===== src/gpicfg_pkg.sv =====
// gpicfg_pkg: register map, field layout and sizes of the input configuration block
package gpicfg_pkg;
  localparam int unsigned GPICFG_N_IN = 11;
  localparam int unsigned GPICFG_N_COL = 5;
  localparam int unsigned GPICFG_N_LOW = 6;
  localparam int unsigned GPICFG_N_HIGH = 5;
  localparam int unsigned GPICFG_SYNC_STAGES = 3;

  localparam logic [7:0] GPICFG_COL_PULL_LO_ADDR = 8'h19;
  localparam logic [7:0] GPICFG_COL_PULL_HI_ADDR = 8'h1a;
  localparam logic [7:0] GPICFG_LEVEL_LO_ADDR = 8'h1b;
  localparam logic [7:0] GPICFG_LEVEL_HI_ADDR = 8'h1c;
  localparam logic [7:0] GPICFG_ROUTE_LO_ADDR = 8'h1d;
  localparam logic [7:0] GPICFG_ROUTE_HI_ADDR = 8'h1e;

  localparam logic [7:0] GPICFG_COL_PULL_LO_MASK = 8'hff;
  localparam logic [7:0] GPICFG_COL_PULL_HI_MASK = 8'h03;
  localparam logic [7:0] GPICFG_LOW_MASK = 8'h3f;
  localparam logic [7:0] GPICFG_HIGH_MASK = 8'h1f;

  localparam logic [7:0] GPICFG_COL_PULL_LO_RST = 8'h00;
  localparam logic [7:0] GPICFG_COL_PULL_HI_RST = 8'h00;
  localparam logic [7:0] GPICFG_LEVEL_RST = 8'h00;
  localparam logic [7:0] GPICFG_ROUTE_RST = 8'h00;

  localparam int unsigned GPICFG_PULL_W = 2;
  localparam logic [1:0] GPICFG_PULL_UP_300K = 2'h0;
  localparam logic [1:0] GPICFG_PULL_DN_300K = 2'h1;
  localparam logic [1:0] GPICFG_PULL_UP_100K = 2'h2;
  localparam logic [1:0] GPICFG_PULL_NONE = 2'h3;

  localparam int unsigned GPICFG_ID_W = 4;
endpackage


===== src/gpicfg_sync_if.sv =====
// gpicfg_sync_if: filtered input levels and change pulses between the synchroniser and the core
`timescale 1ns/1ps
interface gpicfg_sync_if #(parameter int unsigned N = 11);
  logic [N-1:0] level;
  logic [N-1:0] change;
  modport src (output level, output change);
  modport dst (input level, input change);
endinterface


===== src/gpicfg_core.sv =====
// gpicfg_core: pull selection, level selection and fifo routing of the general inputs
`timescale 1ns/1ps
// How it works
// - pull code 00 300k up, 01 300k down, 10 100k up, 11 none.
// - columns 3..0 in bits 7:0 of 0x19; column 4 bits 1:0 of 0x1a.
// - level bit 0 sets input status while its pin is low.
// - level bit 1 sets input status while its pin is high.
// - inputs 1..6 watch row pins 0..5; inputs 7..11 watch pins 6..10.
// - level bits inputs 1..6 at 0x1b[5:0], inputs 7..11 at 0x1c[4:0].
// - route bit 0 means no fifo events from that input.
// - route bit 1 records input activity as fifo events.
// - route bits inputs 1..6 at 0x1d[5:0], inputs 7..11 at 0x1e[4:0].
// - fifo-routed input activity raises the event interrupt.
// - fifo-routed inputs never raise the general-input interrupt flag.
// - fifo-routed input events are eligible for the unlock sequence.
// - enabled, set status and met condition assert general-input flag.
module gpicfg_core
  import gpicfg_pkg::*;
#(
  parameter int unsigned N_IN = GPICFG_N_IN,
  parameter int unsigned N_COL = GPICFG_N_COL
) (
  input wire logic clk,
  input wire logic srst,
  input wire logic [7:0] reg_addr,
  input wire logic reg_wr,
  input wire logic [7:0] reg_wdata,
  input wire logic reg_rd,
  output logic [7:0] reg_rdata,
  input wire logic [N_IN-1:0] gpi_pin,
  input wire logic [N_IN-1:0] input_irq_enable,
  input wire logic [N_IN-1:0] input_irq_clear,
  output logic [N_IN-1:0] input_irq_status,
  output logic general_input_irq_flag,
  output logic [N_COL-1:0] column_pull_up_300k,
  output logic [N_COL-1:0] column_pull_down_300k,
  output logic [N_COL-1:0] column_pull_up_100k,
  output logic fifo_event_push,
  output logic [GPICFG_ID_W-1:0] fifo_event_input,
  output logic fifo_event_state,
  output logic fifo_event_unlock_ok,
  output logic event_irq_set
);
  // ----------------------------------------------------------------
  // helpers
  // ----------------------------------------------------------------
  function automatic logic [GPICFG_ID_W-1:0] lowest_set(input logic [N_IN-1:0] v);
    logic [GPICFG_ID_W-1:0] idx;
    idx = '0;
    for (int i = N_IN - 1; i >= 0; i--) begin
      if (v[i]) begin
        idx = GPICFG_ID_W'(i);
      end
    end
    return idx;
  endfunction

  // ----------------------------------------------------------------
  // registers
  // ----------------------------------------------------------------
  logic [7:0] col_pull_lo_r;
  logic [7:0] col_pull_hi_r;
  logic [7:0] level_lo_r;
  logic [7:0] level_hi_r;
  logic [7:0] route_lo_r;
  logic [7:0] route_hi_r;
  logic [7:0] rdata_r;

  wire wr_cpl = reg_wr && (reg_addr == GPICFG_COL_PULL_LO_ADDR);
  wire wr_cph = reg_wr && (reg_addr == GPICFG_COL_PULL_HI_ADDR);
  wire wr_lvl = reg_wr && (reg_addr == GPICFG_LEVEL_LO_ADDR);
  wire wr_lvh = reg_wr && (reg_addr == GPICFG_LEVEL_HI_ADDR);
  wire wr_rtl = reg_wr && (reg_addr == GPICFG_ROUTE_LO_ADDR);
  wire wr_rth = reg_wr && (reg_addr == GPICFG_ROUTE_HI_ADDR);

  // unmapped addresses read zero
  wire [7:0] rd_mux =
    (reg_addr == GPICFG_COL_PULL_LO_ADDR) ? col_pull_lo_r :
    (reg_addr == GPICFG_COL_PULL_HI_ADDR) ? col_pull_hi_r :
    (reg_addr == GPICFG_LEVEL_LO_ADDR) ? level_lo_r :
    (reg_addr == GPICFG_LEVEL_HI_ADDR) ? level_hi_r :
    (reg_addr == GPICFG_ROUTE_LO_ADDR) ? route_lo_r :
    (reg_addr == GPICFG_ROUTE_HI_ADDR) ? route_hi_r : 8'h00;

  always_ff @(posedge clk) begin
    if (srst) begin
      col_pull_lo_r <= GPICFG_COL_PULL_LO_RST;
      col_pull_hi_r <= GPICFG_COL_PULL_HI_RST;
      level_lo_r <= GPICFG_LEVEL_RST;
      level_hi_r <= GPICFG_LEVEL_RST;
      route_lo_r <= GPICFG_ROUTE_RST;
      route_hi_r <= GPICFG_ROUTE_RST;
      rdata_r <= 8'h00;
    end else begin
      if (wr_cpl) col_pull_lo_r <= reg_wdata & GPICFG_COL_PULL_LO_MASK;
      if (wr_cph) col_pull_hi_r <= reg_wdata & GPICFG_COL_PULL_HI_MASK;
      if (wr_lvl) level_lo_r <= reg_wdata & GPICFG_LOW_MASK;
      if (wr_lvh) level_hi_r <= reg_wdata & GPICFG_HIGH_MASK;
      if (wr_rtl) route_lo_r <= reg_wdata & GPICFG_LOW_MASK;
      if (wr_rth) route_hi_r <= reg_wdata & GPICFG_HIGH_MASK;
      if (reg_rd) rdata_r <= rd_mux;
    end
  end
  assign reg_rdata = rdata_r;

  // ----------------------------------------------------------------
  // column pulls
  // ----------------------------------------------------------------
  wire [2*N_COL-1:0] pull_codes = {col_pull_hi_r[1:0], col_pull_lo_r};
  for (genvar c = 0; c < N_COL; c++) begin : g_pull
    wire [1:0] code = pull_codes[2*c +: 2];
    assign column_pull_up_300k[c] = (code == GPICFG_PULL_UP_300K);
    assign column_pull_down_300k[c] = (code == GPICFG_PULL_DN_300K);
    assign column_pull_up_100k[c] = (code == GPICFG_PULL_UP_100K);
  end

  // ----------------------------------------------------------------
  // input levels and status
  // ----------------------------------------------------------------
  gpicfg_sync_if #(.N(N_IN)) sync_bus ();
  gpicfg_sync #(.N(N_IN)) u_sync (
    .clk(clk),
    .srst(srst),
    .pin(gpi_pin),
    .sync(sync_bus)
  );

  // input k+1 takes pin k, so the vectors line up bit for bit
  wire [N_IN-1:0] active_level = {level_hi_r[4:0], level_lo_r[5:0]};
  wire [N_IN-1:0] fifo_route = {route_hi_r[4:0], route_lo_r[5:0]};
  wire [N_IN-1:0] cond_met = ~(sync_bus.level ^ active_level);
  wire [N_IN-1:0] irq_path = ~fifo_route;

  logic [N_IN-1:0] status_r;
  logic flag_r;
  // a set in the clearing cycle survives the clear
  wire [N_IN-1:0] status_nxt = ((status_r & ~input_irq_clear) | cond_met) & irq_path;
  wire flag_nxt = |(input_irq_enable & status_nxt & cond_met & irq_path);

  always_ff @(posedge clk) begin
    if (srst) begin
      status_r <= '0;
      flag_r <= 1'b0;
    end else begin
      status_r <= status_nxt;
      flag_r <= flag_nxt;
    end
  end
  assign input_irq_status = status_r;
  assign general_input_irq_flag = flag_r;

  // ----------------------------------------------------------------
  // fifo events
  // ----------------------------------------------------------------
  // simultaneous changes queue here and leave one per cycle, lowest first
  logic [N_IN-1:0] pending_r;
  logic push_r;
  logic [GPICFG_ID_W-1:0] id_r;
  logic state_r;
  wire [GPICFG_ID_W-1:0] pick = lowest_set(pending_r);
  wire any_pending = |pending_r;
  wire [N_IN-1:0] grant = any_pending ? (N_IN'(1) << pick) : '0;
  wire [N_IN-1:0] pending_nxt = ((pending_r & ~grant) | sync_bus.change) & fifo_route;

  always_ff @(posedge clk) begin
    if (srst) begin
      pending_r <= '0;
      push_r <= 1'b0;
      id_r <= '0;
      state_r <= 1'b0;
    end else begin
      pending_r <= pending_nxt;
      push_r <= any_pending && fifo_route[pick];
      if (any_pending) begin
        id_r <= GPICFG_ID_W'(pick + 1'b1);
        state_r <= sync_bus.level[pick];
      end
    end
  end
  assign fifo_event_push = push_r;
  assign fifo_event_input = id_r;
  assign fifo_event_state = state_r;
  assign event_irq_set = push_r;
  assign fifo_event_unlock_ok = push_r;

  // ----------------------------------------------------------------
  // checks
  // ----------------------------------------------------------------
  a_pull_decode: assert property (@(posedge clk) disable iff (srst)
    (col_pull_lo_r[1:0] == GPICFG_PULL_NONE) |->
      !(column_pull_up_300k[0] || column_pull_down_300k[0] || column_pull_up_100k[0]))
    else $error("column 0 pull active with code none");
  a_pull_hi_write: assert property (@(posedge clk) disable iff (srst)
    wr_cph |=> (col_pull_hi_r == ($past(reg_wdata) & GPICFG_COL_PULL_HI_MASK)))
    else $error("column 4 pull write wrong");
  a_reserved_read: assert property (@(posedge clk) disable iff (srst)
    reg_rd && (reg_addr == GPICFG_LEVEL_HI_ADDR) |=> (reg_rdata[7:5] == 3'h0))
    else $error("reserved level bits read nonzero");
  a_level_low_sets: assert property (@(posedge clk) disable iff (srst)
    (!active_level[0] && !sync_bus.level[0] && !fifo_route[0]) |=> status_r[0])
    else $error("low level did not set status");
  a_level_high_sets: assert property (@(posedge clk) disable iff (srst)
    (active_level[7] && sync_bus.level[7] && !fifo_route[7]) |=> status_r[7])
    else $error("high level did not set input 8 status");
  a_routed_no_flag: assert property (@(posedge clk) disable iff (srst)
    (fifo_route == {N_IN{1'b1}}) [*2] |-> !general_input_irq_flag)
    else $error("routed inputs raised general flag");
  a_routed_no_status: assert property (@(posedge clk) disable iff (srst)
    (input_irq_status & $past(fifo_route)) == '0)
    else $error("routed input shows interrupt status");
  a_flag_cause: assert property (@(posedge clk) disable iff (srst)
    general_input_irq_flag |-> $past(|(input_irq_enable & ~(sync_bus.level ^ active_level) & ~fifo_route)))
    else $error("general flag without cause");
  a_flag_raise: assert property (@(posedge clk) disable iff (srst)
    |(input_irq_enable & ~(sync_bus.level ^ active_level) & ~fifo_route) |=> general_input_irq_flag)
    else $error("enabled met condition gave no general flag");
  a_event_routed: assert property (@(posedge clk) disable iff (srst)
    (sync_bus.change[0] && fifo_route[0]) |=> ##[0:11] (fifo_event_push && event_irq_set))
    else $error("routed change produced no event");
  a_event_blocked: assert property (@(posedge clk) disable iff (srst)
    (fifo_route == '0) [*2] |-> !fifo_event_push)
    else $error("event from unrouted input");
endmodule


===== src/gpicfg_sync.sv =====
// gpicfg_sync: three-stage synchroniser with agreement filter for the input pins
`timescale 1ns/1ps
module gpicfg_sync
  import gpicfg_pkg::*;
#(
  parameter int unsigned N = GPICFG_N_IN
) (
  input wire logic clk,
  input wire logic srst,
  input wire logic [N-1:0] pin,
  gpicfg_sync_if.src sync
);
  logic [N-1:0] s1_r;
  logic [N-1:0] s2_r;
  logic [N-1:0] s3_r;
  logic [N-1:0] level_r;
  logic [N-1:0] change_r;
  wire [N-1:0] agree = ~(s2_r ^ s3_r);
  wire [N-1:0] level_nxt = (level_r & ~agree) | (s3_r & agree);

  // s1 only feeds s2; decisions look at stages two and three
  // idle pins sit high on their pull-ups: resetting to ones avoids a false change after reset
  always_ff @(posedge clk) begin
    if (srst) begin
      s1_r <= '1;
      s2_r <= '1;
      s3_r <= '1;
      level_r <= '1;
      change_r <= '0;
    end else begin
      s1_r <= pin;
      s2_r <= s1_r;
      s3_r <= s2_r;
      level_r <= level_nxt;
      change_r <= level_nxt ^ level_r;
    end
  end

  assign sync.level = level_r;
  assign sync.change = change_r;
endmodule


===== config.mk =====
export PLATFORM = sky130hd
export DESIGN_NAME = gpicfg_core
export DESIGN_NICKNAME = d
export VERILOG_FILES = /design/src/gpicfg_pkg.sv /design/src/gpicfg_sync_if.sv /design/src/gpicfg_core.sv /design/src/gpicfg_sync.sv
export SDC_FILE = /design/constraint.sdc
export NUM_CORES = 1
export LEC_CHECK = 0
export BUFFER_PORTS_ARGS = -buffer_cell sky130_fd_sc_hd__buf_4
export CORE_UTILIZATION = 55
export CTS_CLUSTER_DIAMETER = 120
export DETAILED_ROUTE_END_ITERATION = 10
export PLACE_DENSITY = 0.79
export SLEW_MARGIN = 15
export SYNTH_ARGS = -nofsm -noshare
export SYNTH_HDL_FRONTEND = slang
export SYNTH_HIERARCHICAL = 1
export SYNTH_SLANG_ARGS = --single-unit

===== constraint.sdc =====
create_clock -name clk -period 3.1 [get_ports clk]
set_input_delay 0.62 -clock clk [delete_from_list [all_inputs] [get_ports clk]]
set_output_delay 0.62 -clock clk [all_outputs]
set_load 0.005 [all_outputs]

==> results.py <==
metrics = {
    "timing": {
        "final_period_minus_worst_setup_slack_ns": 2.479,
        "skew_ns": 0.008357,
        "rsz0062_at_grt": "false",
        "hold_viol_final": 0,
        "worst_slew_pin_slew_ns": 0.9195,
        "setup_viol_count_final": 0,
        "max_freq_ghz": 0.4034,
        "setup-tns-final_ns": 0,
        "timing.max_slew.rel_slack_pct": 38.70,
        "min_period_over_period_pct": 79.97,
        "maxSlewViolCount": 0,
    },
    "yosys": {
        "synth_async_reset_ratio_pct": 0,
        "post_synth_instance_area_um2": 5283,
        "count_of_warnings_emitted_by_yosys": 6,
        "synth_edf_count": 0,
        "postSynthRegisterBits": 124,
        "synth_most_common_cell": "sky130_fd_sc_hd__dfxtp_1",
        "synth_top_cells_by_area": "sky130_fd_sc_hd__dfxtp_1 47%, sky130_fd_sc_hd__mux2i_1 4.9%, sky130_fd_sc_hd__a21oi_1 4.1%",
        "syn-num-nets": 634,
        "ys_top_cells_by_count": "124 x sky130_fd_sc_hd__dfxtp_1, 56 x sky130_fd_sc_hd__nor2_1, 43 x sky130_fd_sc_hd__a21oi_1",
        "synth_top_cell_by_area": "sky130_fd_sc_hd__dfxtp_1",
        "sequential_cell_area_fraction_in_the_yosys_report_pct": 46.99,
        "yosys.cell_types.count": 59,
        "syn_avg_cell_area_um2": 9.187,
        "synth_top_area_share_pct": 46.99,
        "ys.flop_type": "sky130_fd_sc_hd__dfxtp_1",
        "instance_count_of_the_mapped_netlist": 575,
    },
    "pwr": {
        "power-per-cell-area_nw_per_um2": 570.4,
        "comb_power_share_pct": 3.7,
        "switching_power_w": 0.0007903,
        "p_clk_share_pct": 53.2,
        "cell_internal_pwr_w": 0.002998,
        "ir_drop_uv": 414.8,
        "total_leakage_power_nw": 2.703,
        "seq_power_share_pct": 43.1,
        "netSwitchingFraction_pct": 20.86,
    },
    "setup_path": {
        "timing.critical_path.to_type": "flop",
        "cp_max_fo": 11,
        "worst-endpoint-arrival_ns": 2.89,
        "setup.worst_path.class": "flop to flop",
        "worst_setup_path_start_kind": "flop",
        "critPathRequiredTime_ns": 3.51,
    },
    "drt": {
        "wire_per_inst_um": 16.21,
        "drc": 0,
        "drtPass1Iterations": 5,
        "postRouteAntennaNets": 0,
        "wirelength_um": 13050,
        "via_count": 4535,
        "avgViaCountPerCell": 5.634,
        "detail_route.iter0.violations": 328,
    },
    "placement": {
        "placedCellCount": 773,
        "place_congestion": 0.8967,
        "port-buffer-count": 95,
        "hpwl_um": 9116,
    },
    "global_route": {
        "globalRouteTotalUtil_pct": 26.69,
        "grt_pass1_wl_um": 20580,
        "grt-ovfl-total": 0,
        "antenna_found_initial": 0,
        "first_global_vias": 4142,
        "maximum_number_of_pins_on_one_net_before_global_route_repair": 95,
    },
    "die": {
        "die_w_um": 100.0,
        "initial_utilization_pct": 56.90,
        "rows": 35,
        "pin_count": 96,
        "die_area_um2": 10000,
        "chipHeight_um": 100.0,
        "core-area_um2": 9284,
    },
    "final_layout": {
        "instances_no_fill": 805,
        "drive_gt1_share_pct": 24.41,
        "antenna-diode-count": 0,
        "fin_nets": 722,
        "synthToLayoutAreaGrowth_pct": 25.72,
    },
    "cts": {
        "cts_buffer_depth": 2,
        "clock-sinks": 124,
        "clkSlewWorstSetupHoldPaths_ns": 0.06,
        "cts_tree": "built",
        "ctsHoldBuffers": 0,
        "cts_buffers": 17,
        "cts_setup_buffers": 0,
        "h-tree-depth": 4,
        "worst_skew_pair.late_latency_ns": 0.50,
        "cts_root_buf": "sky130_fd_sc_hd__clkbuf_8",
        "ctsResizeCount": 0,
    },
    "status": {
        "status": "finished clean",
    },
    "flow_run": {
        "drv_cap": 0,
    },
    "min_path": {
        "worstHoldPathType": "input port to flop",
    },
}
-- path summary, 6_finish.rpt --
check	startpoint	to	slack, ns	cells after the start
setup / recovery	pending_r[8]	pending_r[4]	0.62	8
hold / removal	gpi_pin[9]	u_sync/s1_r[9]	0.29	2
setup reg to reg	pending_r[8]	pending_r[4]	0.62	8
hold reg to reg	u_sync/s1_r[4]	u_sync/s2_r[4]	0.40	1
-- worst max-delay path, cell delays in order (launching register included) --
cell	delay [ns]
sky130_fd_sc_hd__dfxtp_1	0.33
sky130_fd_sc_hd__nand2b_1	0.18
sky130_fd_sc_hd__a221oi_1	0.41
sky130_fd_sc_hd__o31a_1	0.51
sky130_fd_sc_hd__inv_1	0.29
sky130_fd_sc_hd__ha_1	0.32
sky130_fd_sc_hd__nand2_1	0.08
sky130_fd_sc_hd__a21oi_1	0.07
sky130_fd_sc_hd__nor3b_1	0.21
-- stage by stage --
| step | cell area, um2 | setup slack [ns] | hold WS (ns) | power (W) | utilization, % |
|---|---|---|---|---|---|
| floorplan | 5283 | 0.8628 | 0.3832 | 0.001730 | - |
| global placement | 6028 | 0.6764 | 0.3865 | 0.001801 | 64.93 |
| detailed placement | 6028 | 0.5946 | 0.3892 | 0.001805 | 64.93 |
| CTS | 6641 | 0.7149 | 0.2750 | 0.003816 | 71.54 |
| global route | 6641 | 0.5261 | 0.2805 | 0.003906 | 71.54 |
| finish | 6641 | 0.6210 | 0.2928 | 0.003788 | 71.54 |
-- power groups by stage --
stage | clock network, W | registers [W] | logic (W)
after global placement | 0 | 0.00166 | 0.000138
after detailed placement | 0 | 0.00166 | 0.000140
after CTS | 0.00205 | 0.00163 | 0.000140
after global routing | 0.00212 | 0.00163 | 0.000153
after floorplan | 0 | 0.00166 | 0.0000685
final | 0.00202 | 0.00163 | 0.000141
-- cell type report --
class | instances | area, um2
multi-input cells | 401 | 2565
repair buffers | 96 | 733.2
clock buffers | 19 | 421.7
clock inverters | 13 | 191.4
flip-flops and latches | 124 | 2482
inverters | 23 | 86.33
fillers | 720 | 2643
well taps | 129 | 161.4
-- sequential cells by signal, indices dropped and copies added (netlist names) --
name                    count
input_irq_status           11
pending_r                  11
u_sync/s1_r                11
u_sync/s2_r                11
u_sync/s3_r                11
u_sync/sync.change         11
u_sync/sync.level          11
col_pull_lo_r               8
reg_rdata                   8
level_lo_r                  6
route_lo_r                  6
level_hi_r                  5
route_hi_r                  5
fifo_event_input            4
col_pull_hi_r               2
event_irq_set               1
fifo_event_state            1
general_input_irq_flag      1
-- layer usage --
layer	global-route usage [%]	share of wire, %
met4	10.26	1.6
met5	0	0
met2	41.27	46
met1	36.82	45
met3	5.571	7.7
-- logic make-up (layout without fill, tap and decap cells) --
family          count (synthesis)  in the layout  share of synthesized area [%]
mux                            29             29                          5.566
simple gates                  251            251                          25.65
buf+inv                        50            151                          4.453
fa+ha+maj                       6              6                          1.421
xor+xnor                       11             11                          1.824
compound gates                104            104                          14.09
flops                         124            124                          46.99
-- layout by cell type, fill, tap and decap left out, drive strengths merged, types with 3 or more instances in the layout --
cell      Yosys  routed
dfxtp       124     124
buf          11      96
nor2         57      57
a21oi        54      54
nand2        42      42
or2          34      34
mux2i        26      26
nor3         26      26
inv          23      24
clkbuf       16      19
a211oi       16      16
nand3        16      16
nor2b        15      15
nand3b       15      15
nor3b        11      11
or3b         11      11
xnor2         9       9
nand2b        8       8
ha            6       6
clkinv        0       5
a311oi        4       4
a22o          4       4
bufinv        0       4
o221ai        4       4
a221oi        3       3
nand4         3       3
o22ai         3       3
mux2          3       3
clkinvlp      0       3
and2          3       3
o21ai         3       3
Note: power is estimated with default switching activity, not from simulation.
